### src/design/trig_mux_pkg.sv
/*
  Package for the sequencer trigger-source selector: register offset,
  field positions, reset value and the code table of the select fields.
  Assumes a 32-bit classic Wishbone register bus with byte addresses.
*/
package trig_mux_pkg;
  localparam int          NUM_SEQ        = 4;
  localparam int          CODE_W         = 4;
  localparam logic [11:0] OFS_TRIG_SEL   = 12'h014;
  localparam logic [31:0] TRIG_SEL_RESET = 32'h0000_0000;
  localparam logic [31:0] TRIG_SEL_MASK  = 32'h0000_ffff;
  localparam logic [31:0] UNMAPPED_DATA  = 32'h0000_0000;
  localparam int          SEQ0_LSB       = 0;
  localparam int          SEQ1_LSB       = 4;
  localparam int          SEQ2_LSB       = 8;
  localparam int          SEQ3_LSB       = 12;

  typedef enum logic [3:0] {
    SRC_SOFTWARE   = 4'h0,
    SRC_COMPARATOR = 4'h1,
    SRC_EXT_PIN    = 4'h4,
    SRC_TIMER      = 4'h5,
    SRC_PWM_GEN0   = 4'h6,
    SRC_PWM_GEN1   = 4'h7,
    SRC_ALWAYS     = 4'hf
  } trig_code_t;

  // Event levels on the system clock seen by every select field
  typedef struct packed {
    logic software;
    logic comparator;
    logic ext_pin;
    logic timer;
    logic pwm_gen0;
    logic pwm_gen1;
  } trig_events_t;

  // Wishbone request from the master
  typedef struct packed {
    logic        cyc;
    logic        stb;
    logic        we;
    logic [3:0]  sel;
    logic [11:0] adr;
    logic [31:0] dat;
  } wb_req_t;
endpackage : trig_mux_pkg

### src/design/trig_mux.sv
/*
  Trigger-source selector for four sample sequencers with its
  select register on classic Wishbone.
  Assumes event inputs from peripherals on other clocks or pins are
  levels or pulses of at least three system clocks; all pass a
  two-stage synchroniser. Timer events arrive only when that timer
  has enabled its output trigger.
*/
`timescale 1ns/1ps
// Summary of operation
// [RULE1] Bits 11:8 pick sequencer 2 start event, reset 0x0.
// [RULE2] Bits 7:4 pick sequencer 1 start event, reset 0x0.
// [RULE3] Bits 3:0 pick sequencer 0 start event, reset 0x0.
// [RULE4] Codes: 0 software, 1 comparator 0, 4 external pin, F continuous.
// [RULE5] Code 5 starts on timer event, which needs timer output trigger enabled.
// [RULE6] Code 6 starts on PWM generator 0 trigger output.
// [RULE7] Code 7 starts on PWM generator 1 trigger output.
// [RULE8] Reserved codes produce no start event.
// [RULE9] Bits 15:12 pick sequencer 3 start event, same code table.
// [RULE10] Register read/write at offset 0x014, reset zero.
module trig_mux (
  input  wire logic        SYS_CLK,
  input  wire logic        RST_N,
  input  wire logic        WB_CYC_I,
  input  wire logic        WB_STB_I,
  input  wire logic        WB_WE_I,
  input  wire logic [3:0]  WB_SEL_I,
  input  wire logic [11:0] WB_ADR_I,
  input  wire logic [31:0] WB_DAT_I,
  output logic      [31:0] WB_DAT_O,
  output logic             WB_ACK_O,
  input  wire logic        SW_TRIGGER,
  input  wire logic        COMPARATOR_EVENT,
  input  wire logic        EXT_PIN_EVENT,
  input  wire logic        TIMER_EVENT,
  input  wire logic        PWM_GEN0_TRIGGER,
  input  wire logic        PWM_GEN1_TRIGGER,
  output logic      [3:0]  SEQ_START
);
  trig_mux_pkg::wb_req_t      req;
  trig_mux_pkg::trig_events_t events;
  logic [31:0] sequencer_trigger_select;
  logic [31:0] next_dat;
  logic        next_ack;
  logic        take;
  logic        hit;
  logic        wr_en;
  logic        comp_meta;
  logic        comp_sync;
  logic        pin_meta;
  logic        pin_sync;
  logic        timer_meta;
  logic        timer_sync;
  logic        pwm0_meta;
  logic        pwm0_sync;
  logic        pwm1_meta;
  logic        pwm1_sync;
  logic        next_comp_meta;
  logic        next_comp_sync;
  logic        next_pin_meta;
  logic        next_pin_sync;
  logic        next_timer_meta;
  logic        next_timer_sync;
  logic        next_pwm0_meta;
  logic        next_pwm0_sync;
  logic        next_pwm1_meta;
  logic        next_pwm1_sync;
  logic [3:0]  seq0_trigger_code;
  logic [3:0]  seq1_trigger_code;
  logic [3:0]  seq2_trigger_code;
  logic [3:0]  seq3_trigger_code;
  logic [3:0]  next_seq0_code;
  logic [3:0]  next_seq1_code;
  logic [3:0]  next_seq2_code;
  logic [3:0]  next_seq3_code;

  assign req = '{cyc: WB_CYC_I,
                 stb: WB_STB_I,
                 we:  WB_WE_I,
                 sel: WB_SEL_I,
                 adr: WB_ADR_I,
                 dat: WB_DAT_I};

  // Two stages per asynchronous source; only the second stage feeds the selectors
  always_comb begin
    next_comp_meta  = COMPARATOR_EVENT;
    next_comp_sync  = comp_meta;
    next_pin_meta   = EXT_PIN_EVENT;
    next_pin_sync   = pin_meta;
    next_timer_meta = TIMER_EVENT;
    next_timer_sync = timer_meta;
    next_pwm0_meta  = PWM_GEN0_TRIGGER;
    next_pwm0_sync  = pwm0_meta;
    next_pwm1_meta  = PWM_GEN1_TRIGGER;
    next_pwm1_sync  = pwm1_meta;
  end

  always_ff @(posedge SYS_CLK) begin
    if (!RST_N) begin
      comp_meta  <= 1'b0;
      comp_sync  <= 1'b0;
      pin_meta   <= 1'b0;
      pin_sync   <= 1'b0;
      timer_meta <= 1'b0;
      timer_sync <= 1'b0;
      pwm0_meta  <= 1'b0;
      pwm0_sync  <= 1'b0;
      pwm1_meta  <= 1'b0;
      pwm1_sync  <= 1'b0;
    end else begin
      comp_meta  <= next_comp_meta;
      comp_sync  <= next_comp_sync;
      pin_meta   <= next_pin_meta;
      pin_sync   <= next_pin_sync;
      timer_meta <= next_timer_meta;
      timer_sync <= next_timer_sync;
      pwm0_meta  <= next_pwm0_meta;
      pwm0_sync  <= next_pwm0_sync;
      pwm1_meta  <= next_pwm1_meta;
      pwm1_sync  <= next_pwm1_sync;
    end
  end

  // Software trigger comes from logic on this clock and needs no synchroniser
  always_comb begin
    events.software   = SW_TRIGGER;
    events.comparator = comp_sync;
    events.ext_pin    = pin_sync;
    events.timer      = timer_sync; // RULE5
    events.pwm_gen0   = pwm0_sync;  // RULE6
    events.pwm_gen1   = pwm1_sync;  // RULE7
  end

  // Single-cycle ack; ack drops for one cycle so a held strobe is not double acked
  always_comb begin
    take = req.cyc && req.stb && !WB_ACK_O;
    if (req.adr[11:2] == trig_mux_pkg::OFS_TRIG_SEL[11:2]) begin
      hit = 1'b1; // RULE10
    end else begin
      hit = 1'b0;
    end
    wr_en = take && hit && req.we;
  end

  // Lane 0 holds sequencers 0 and 1, lane 1 sequencers 2 and 3; upper lanes are reserved
  always_comb begin
    next_seq0_code = seq0_trigger_code;
    next_seq1_code = seq1_trigger_code;
    next_seq2_code = seq2_trigger_code;
    next_seq3_code = seq3_trigger_code;
    if (wr_en && req.sel[0]) begin
      next_seq0_code = req.dat[trig_mux_pkg::SEQ0_LSB +: trig_mux_pkg::CODE_W]; // RULE3
      next_seq1_code = req.dat[trig_mux_pkg::SEQ1_LSB +: trig_mux_pkg::CODE_W]; // RULE2
    end
    if (wr_en && req.sel[1]) begin
      next_seq2_code = req.dat[trig_mux_pkg::SEQ2_LSB +: trig_mux_pkg::CODE_W]; // RULE1
      next_seq3_code = req.dat[trig_mux_pkg::SEQ3_LSB +: trig_mux_pkg::CODE_W]; // RULE9
    end
  end

  always_ff @(posedge SYS_CLK) begin
    if (!RST_N) begin
      seq0_trigger_code <= trig_mux_pkg::TRIG_SEL_RESET[trig_mux_pkg::SEQ0_LSB +: trig_mux_pkg::CODE_W]; // RULE3
      seq1_trigger_code <= trig_mux_pkg::TRIG_SEL_RESET[trig_mux_pkg::SEQ1_LSB +: trig_mux_pkg::CODE_W]; // RULE2
      seq2_trigger_code <= trig_mux_pkg::TRIG_SEL_RESET[trig_mux_pkg::SEQ2_LSB +: trig_mux_pkg::CODE_W]; // RULE1
      seq3_trigger_code <= trig_mux_pkg::TRIG_SEL_RESET[trig_mux_pkg::SEQ3_LSB +: trig_mux_pkg::CODE_W]; // RULE9
    end else begin
      seq0_trigger_code <= next_seq0_code;
      seq1_trigger_code <= next_seq1_code;
      seq2_trigger_code <= next_seq2_code;
      seq3_trigger_code <= next_seq3_code;
    end
  end

  // Reserved upper half is never stored, so it reads zero and writes to it drop
  always_comb begin
    sequencer_trigger_select = '0;
    sequencer_trigger_select[trig_mux_pkg::SEQ0_LSB +: trig_mux_pkg::CODE_W] = seq0_trigger_code;
    sequencer_trigger_select[trig_mux_pkg::SEQ1_LSB +: trig_mux_pkg::CODE_W] = seq1_trigger_code;
    sequencer_trigger_select[trig_mux_pkg::SEQ2_LSB +: trig_mux_pkg::CODE_W] = seq2_trigger_code;
    sequencer_trigger_select[trig_mux_pkg::SEQ3_LSB +: trig_mux_pkg::CODE_W] = seq3_trigger_code;
  end

  always_comb begin
    next_ack = take;
    if (take && hit) begin
      next_dat = sequencer_trigger_select; // RULE10
    end else begin
      next_dat = trig_mux_pkg::UNMAPPED_DATA;
    end
  end

  always_ff @(posedge SYS_CLK) begin
    if (!RST_N) begin
      WB_ACK_O <= 1'b0;
      WB_DAT_O <= trig_mux_pkg::UNMAPPED_DATA;
    end else begin
      WB_ACK_O <= next_ack;
      WB_DAT_O <= next_dat;
    end
  end

  trig_select u_sel0 (
    .SYS_CLK (SYS_CLK),
    .RST_N   (RST_N),
    .code    (seq0_trigger_code),
    .events  (events),
    .start   (SEQ_START[0])
  );
  trig_select u_sel1 (
    .SYS_CLK (SYS_CLK),
    .RST_N   (RST_N),
    .code    (seq1_trigger_code),
    .events  (events),
    .start   (SEQ_START[1])
  );
  trig_select u_sel2 (
    .SYS_CLK (SYS_CLK),
    .RST_N   (RST_N),
    .code    (seq2_trigger_code),
    .events  (events),
    .start   (SEQ_START[2])
  );
  trig_select u_sel3 (
    .SYS_CLK (SYS_CLK),
    .RST_N   (RST_N),
    .code    (seq3_trigger_code),
    .events  (events),
    .start   (SEQ_START[3])
  );
endmodule : trig_mux

### src/design/trig_select.sv
/*
  One select field: maps a 4-bit code onto one start event.
  Assumes event inputs are already synchronous to the system clock.
*/
`timescale 1ns/1ps
module trig_select (
  input  wire logic                       SYS_CLK,
  input  wire logic                       RST_N,
  input  wire logic [3:0]                 code,
  input  wire trig_mux_pkg::trig_events_t events,
  output logic                            start
);
  logic next_start;

  always_comb begin
    case (code)
      trig_mux_pkg::SRC_SOFTWARE:   next_start = events.software;   // RULE4
      trig_mux_pkg::SRC_COMPARATOR: next_start = events.comparator; // RULE4
      trig_mux_pkg::SRC_EXT_PIN:    next_start = events.ext_pin;    // RULE4
      trig_mux_pkg::SRC_TIMER:      next_start = events.timer;      // RULE5
      trig_mux_pkg::SRC_PWM_GEN0:   next_start = events.pwm_gen0;   // RULE6
      trig_mux_pkg::SRC_PWM_GEN1:   next_start = events.pwm_gen1;   // RULE7
      trig_mux_pkg::SRC_ALWAYS:     next_start = 1'b1;              // RULE4
      default:                      next_start = 1'b0;              // RULE8
    endcase
  end

  always_ff @(posedge SYS_CLK) begin
    if (!RST_N) begin
      start <= 1'b0;
    end else begin
      start <= next_start;
    end
  end
endmodule : trig_select

### config.mk
export PLATFORM = sky130hd
export DESIGN_NAME = trig_mux
export DESIGN_NICKNAME = d
export VERILOG_FILES = /design/src/design/trig_mux_pkg.sv /design/src/design/trig_mux.sv /design/src/design/trig_select.sv
export SDC_FILE = /design/constraint.sdc
export NUM_CORES = 1
export LEC_CHECK = 0
export BUFFER_PORTS_ARGS = -buffer_cell sky130_fd_sc_hd__buf_2
export CAP_MARGIN = 20
export CORE_UTILIZATION = 35
export CTS_CLUSTER_SIZE = 14
export DETAILED_ROUTE_END_ITERATION = 10
export PLACE_DENSITY = 0.71
export SLEW_MARGIN = 20
export SYNTH_ARGS = -nofsm -noshare
export SYNTH_HDL_FRONTEND = slang
export SYNTH_SLANG_ARGS = --single-unit
### constraint.sdc
create_clock -name SYS_CLK -period 1.9 [get_ports SYS_CLK]
set_clock_uncertainty 0.05 [all_clocks]
set_input_delay 0.475 -clock SYS_CLK [delete_from_list [all_inputs] [get_ports SYS_CLK]]
set_output_delay 0.475 -clock SYS_CLK [all_outputs]
set_load 0.02 [all_outputs]
==> summary.md <==
| Metric | Value |
|---|---|
| CP Launch Type | `input pin` |
| Chip width | `75.8 um` |
| Footprint of the multi-input gates | `817 sq um` |
| CP Class | `input pin to register` |
| Post-CTS Resized | `0` |
| H-Tree Depth | `2` |
| Dpl cells | `between 300 and 400` |
| HP Class | `input pin to register` |
| Aggregate global-route resource usage | `0.135` |
| HPWL after detailed placement | `about 2.8 mm` |
| DRC | `0` |
| First-pass GRT wire length | `5.72 mm` |
| Port Buffers | `around 60` |
| Ys Warns | `0` |
| WL per Instance | `about 11 um` |
| Slew Viols, Final | `0` |
| Hold_buf cts | `0` |
| Number of distinct library cells after synthesis | `27` |
| Post-synthesis cell area | `~0.0019 sq mm` |
| Max-cap viol count | `0` |
| Commonest non-fill, non-tap cell in the layout | `buf_2` |
| Pleak | `roughly 1.1 nW` |
| Crit path max-delay family | `simple AND/OR/NAND/NOR gates` |
| Yosys top cell by area | `dfxtp_1` |
| Area growth syn-to-layout | `20.6%` |
| Most frequent cells in the layout | `buf_2 (59), dfxtp_1 (47), nand2_1 (32), mux2i_1 (21), conb_1 (16)` |
| Share of layout cells above drive strength 1 | `0.335` |
| Slowest stage cell, crit path | `and4_4` |
| Clock buffer depth | `2` |
| Critical Path Max Stage Delay | `between 0.2 and 0.3 ns` |
| Run status | `finished clean` |
| Crit-path max FO | `8` |
| Sequential area share after synthesis | `0.493` |
| Post-DRT Antenna Nets | `0` |
| Final RePlAce weighted congestion | `0.788` |
| Peak VDD IR | `about 0.00043 V` |
| Antenna cells | `0` |
| Latest clock arrival within the worst-skew pair | `0.30 ns` |
| Root buffer cell | `clkbuf_8` |
| Largest cells by area after synthesis | `dfxtp_1 (49%), mux2i_1 (11%), buf_4 (7.9%)` |
| Cell Rows | `26` |
| Initial antenna violation count | `0` |
| Congestion Overflow GR | `0` |
| Final setup fails | `0` |
| Initial DRC Count | `~120` |
| Fin Setup TNS | `0 ns` |
| Fin. Hold Viols | `0` |
| Storage cell area | `about 940 sq um` |
| Minimum clock period | `roughly 1.5 ns` |
| IO Pins | `96` |
| Clk pin slew, worst setup/hold paths | `approximately 0.09 ns` |
| CTS Buf Count | `5` |
| PwrDens | `about 800 mW/mm^2` |
| Initial core utilization | `0.369` |
| Non-filler cells, final | `between 300 and 400` |
| Worst Path Arrival | `approximately 1.7 ns` |
| Worst setup EP type | `register` |
| Mapped Cells | `193` |
| Drt total wl | `between 3 and 4 mm` |
| Clock sinks | `47` |
| Vias in the first global route | `approximately 1,300` |
| WP data required | `about 2.1 ns` |
| CTS tree | `done` |
| RSZ-0062 raised after global routing | `no` |
| Core area | `roughly 0.0052 sq mm` |
| Syn avg cell area | `~9.9 sq um` |
| Critical path cell sequence | `buf_2 -> nor4_4 -> and4_4 -> nand3_2 -> mux2i_1` |
| First drt pass iteration count | `4` |
| # nets final | `a little over 300` |
| Die H | `between 70 and 80 um` |
| Detailed-route via count | `between 1,000 and 1,500` |
| Bufs and invs on worst path | `1` |
| Largest net degree at the start of global routing | `37` |
| DR vias/cell | `about 4.6` |
| FF+latch count, synth | `47` |
| FMAX | `between 600 and 700 MHz` |
| Tcrit/Tclk final | `0.778` |
| Die area | `0.00575 sq mm` |
| Post-CTS setup buffer count | `0` |
| Fill count | `~510` |
| Post-synth top area share | `0.493` |
[synthesized netlist by cell type (all sizes together)]
master	instances
a311o	1
and4bb	1
buf	21
clkbuf	6
and4	1
and3	9
a311oi	3
mux2i	21
o22ai	4
o211ai	4
nor4	1
nand4	1
a21oi	4
dfxtp	47
conb	1
inv	6
nor3	3
nand2	32
o21ai	1
nand3	2
nor2	6
and3b	1
and2	11
o2bb2ai	3
a22oi	3
[flip-flops by register name (all words and copies together), names as in the netlist, 4 cells and up]
signal	count
seq1_trigger_code	4
seq2_trigger_code	4
WB_DAT_O	16
seq0_trigger_code	4
seq3_trigger_code	4
[final cells by class]
| class | count | share of cell area |
|---|---|---|
| tap | 70 | 0.0381 |
| sequential | 47 | 0.409 |
| multi-input combinational | 128 | 0.355 |
| clock buffer | 5 | 0.0299 |
| timing repair buffer | 62 | 0.138 |
| clock inverter | 3 | 0.0201 |
| inverter | 6 | 0.00979 |
[final timing paths]
kind                               end  slack [ns]              from  cells past startpoint
setup / recovery  seq3_trigger_code[1]        0.42       WB_ADR_I[3]                      5
hold / removal               comp_meta        0.32  COMPARATOR_EVENT                      2
setup reg to reg  seq3_trigger_code[1]        0.47          WB_ACK_O                      4
hold reg to reg             timer_sync        0.39   next_timer_sync                      1
[kinds of logic (layout without fill, tap and decap cells)]
group,after synthesis,after routing,share of synthesized area
other cells,1,16,0.00197
flops,47,47,0.493
simple gates,68,68,0.200
buf+inv,33,76,0.108
compound gates,23,23,0.0866
mux,21,21,0.110
[per-stage QoR]
step                      setup slack, ns  instance area [sq um]  hold slack, ns  total power [mW]  utilization
after detailed placement           0.0994                   2190           0.373              1.17        0.423
after floorplan                     0.342                   1960           0.362              1.14            -
after CTS                           0.431                   2300           0.316              1.89        0.445
final                               0.421                   2300           0.324              1.87        0.445
after global placement              0.129                   2190           0.367              1.17        0.423
after global routing                0.335                   2300           0.313              1.96        0.445
[routing by layer]
layer / share of wire / global-route usage / vias to the layer above
met1: 0.43 / 0.169 / 661
li1: - / - / 740
met2: 0.48 / 0.219 / 57
met3: 0.070 / 0.0370 / 5
met5: 0 / 0 / -
met4: 0.016 / 0.0556 / 0
[report_power, final]
part,total [mW],switching [mW],internal [mW]
clock network,0.720,0.325,0.396
registers,1.01,0.00823,0.999
logic,0.138,0.0829,0.0555
total,1.87,0.416,1.45
Power figures use the tool's default switching activity.
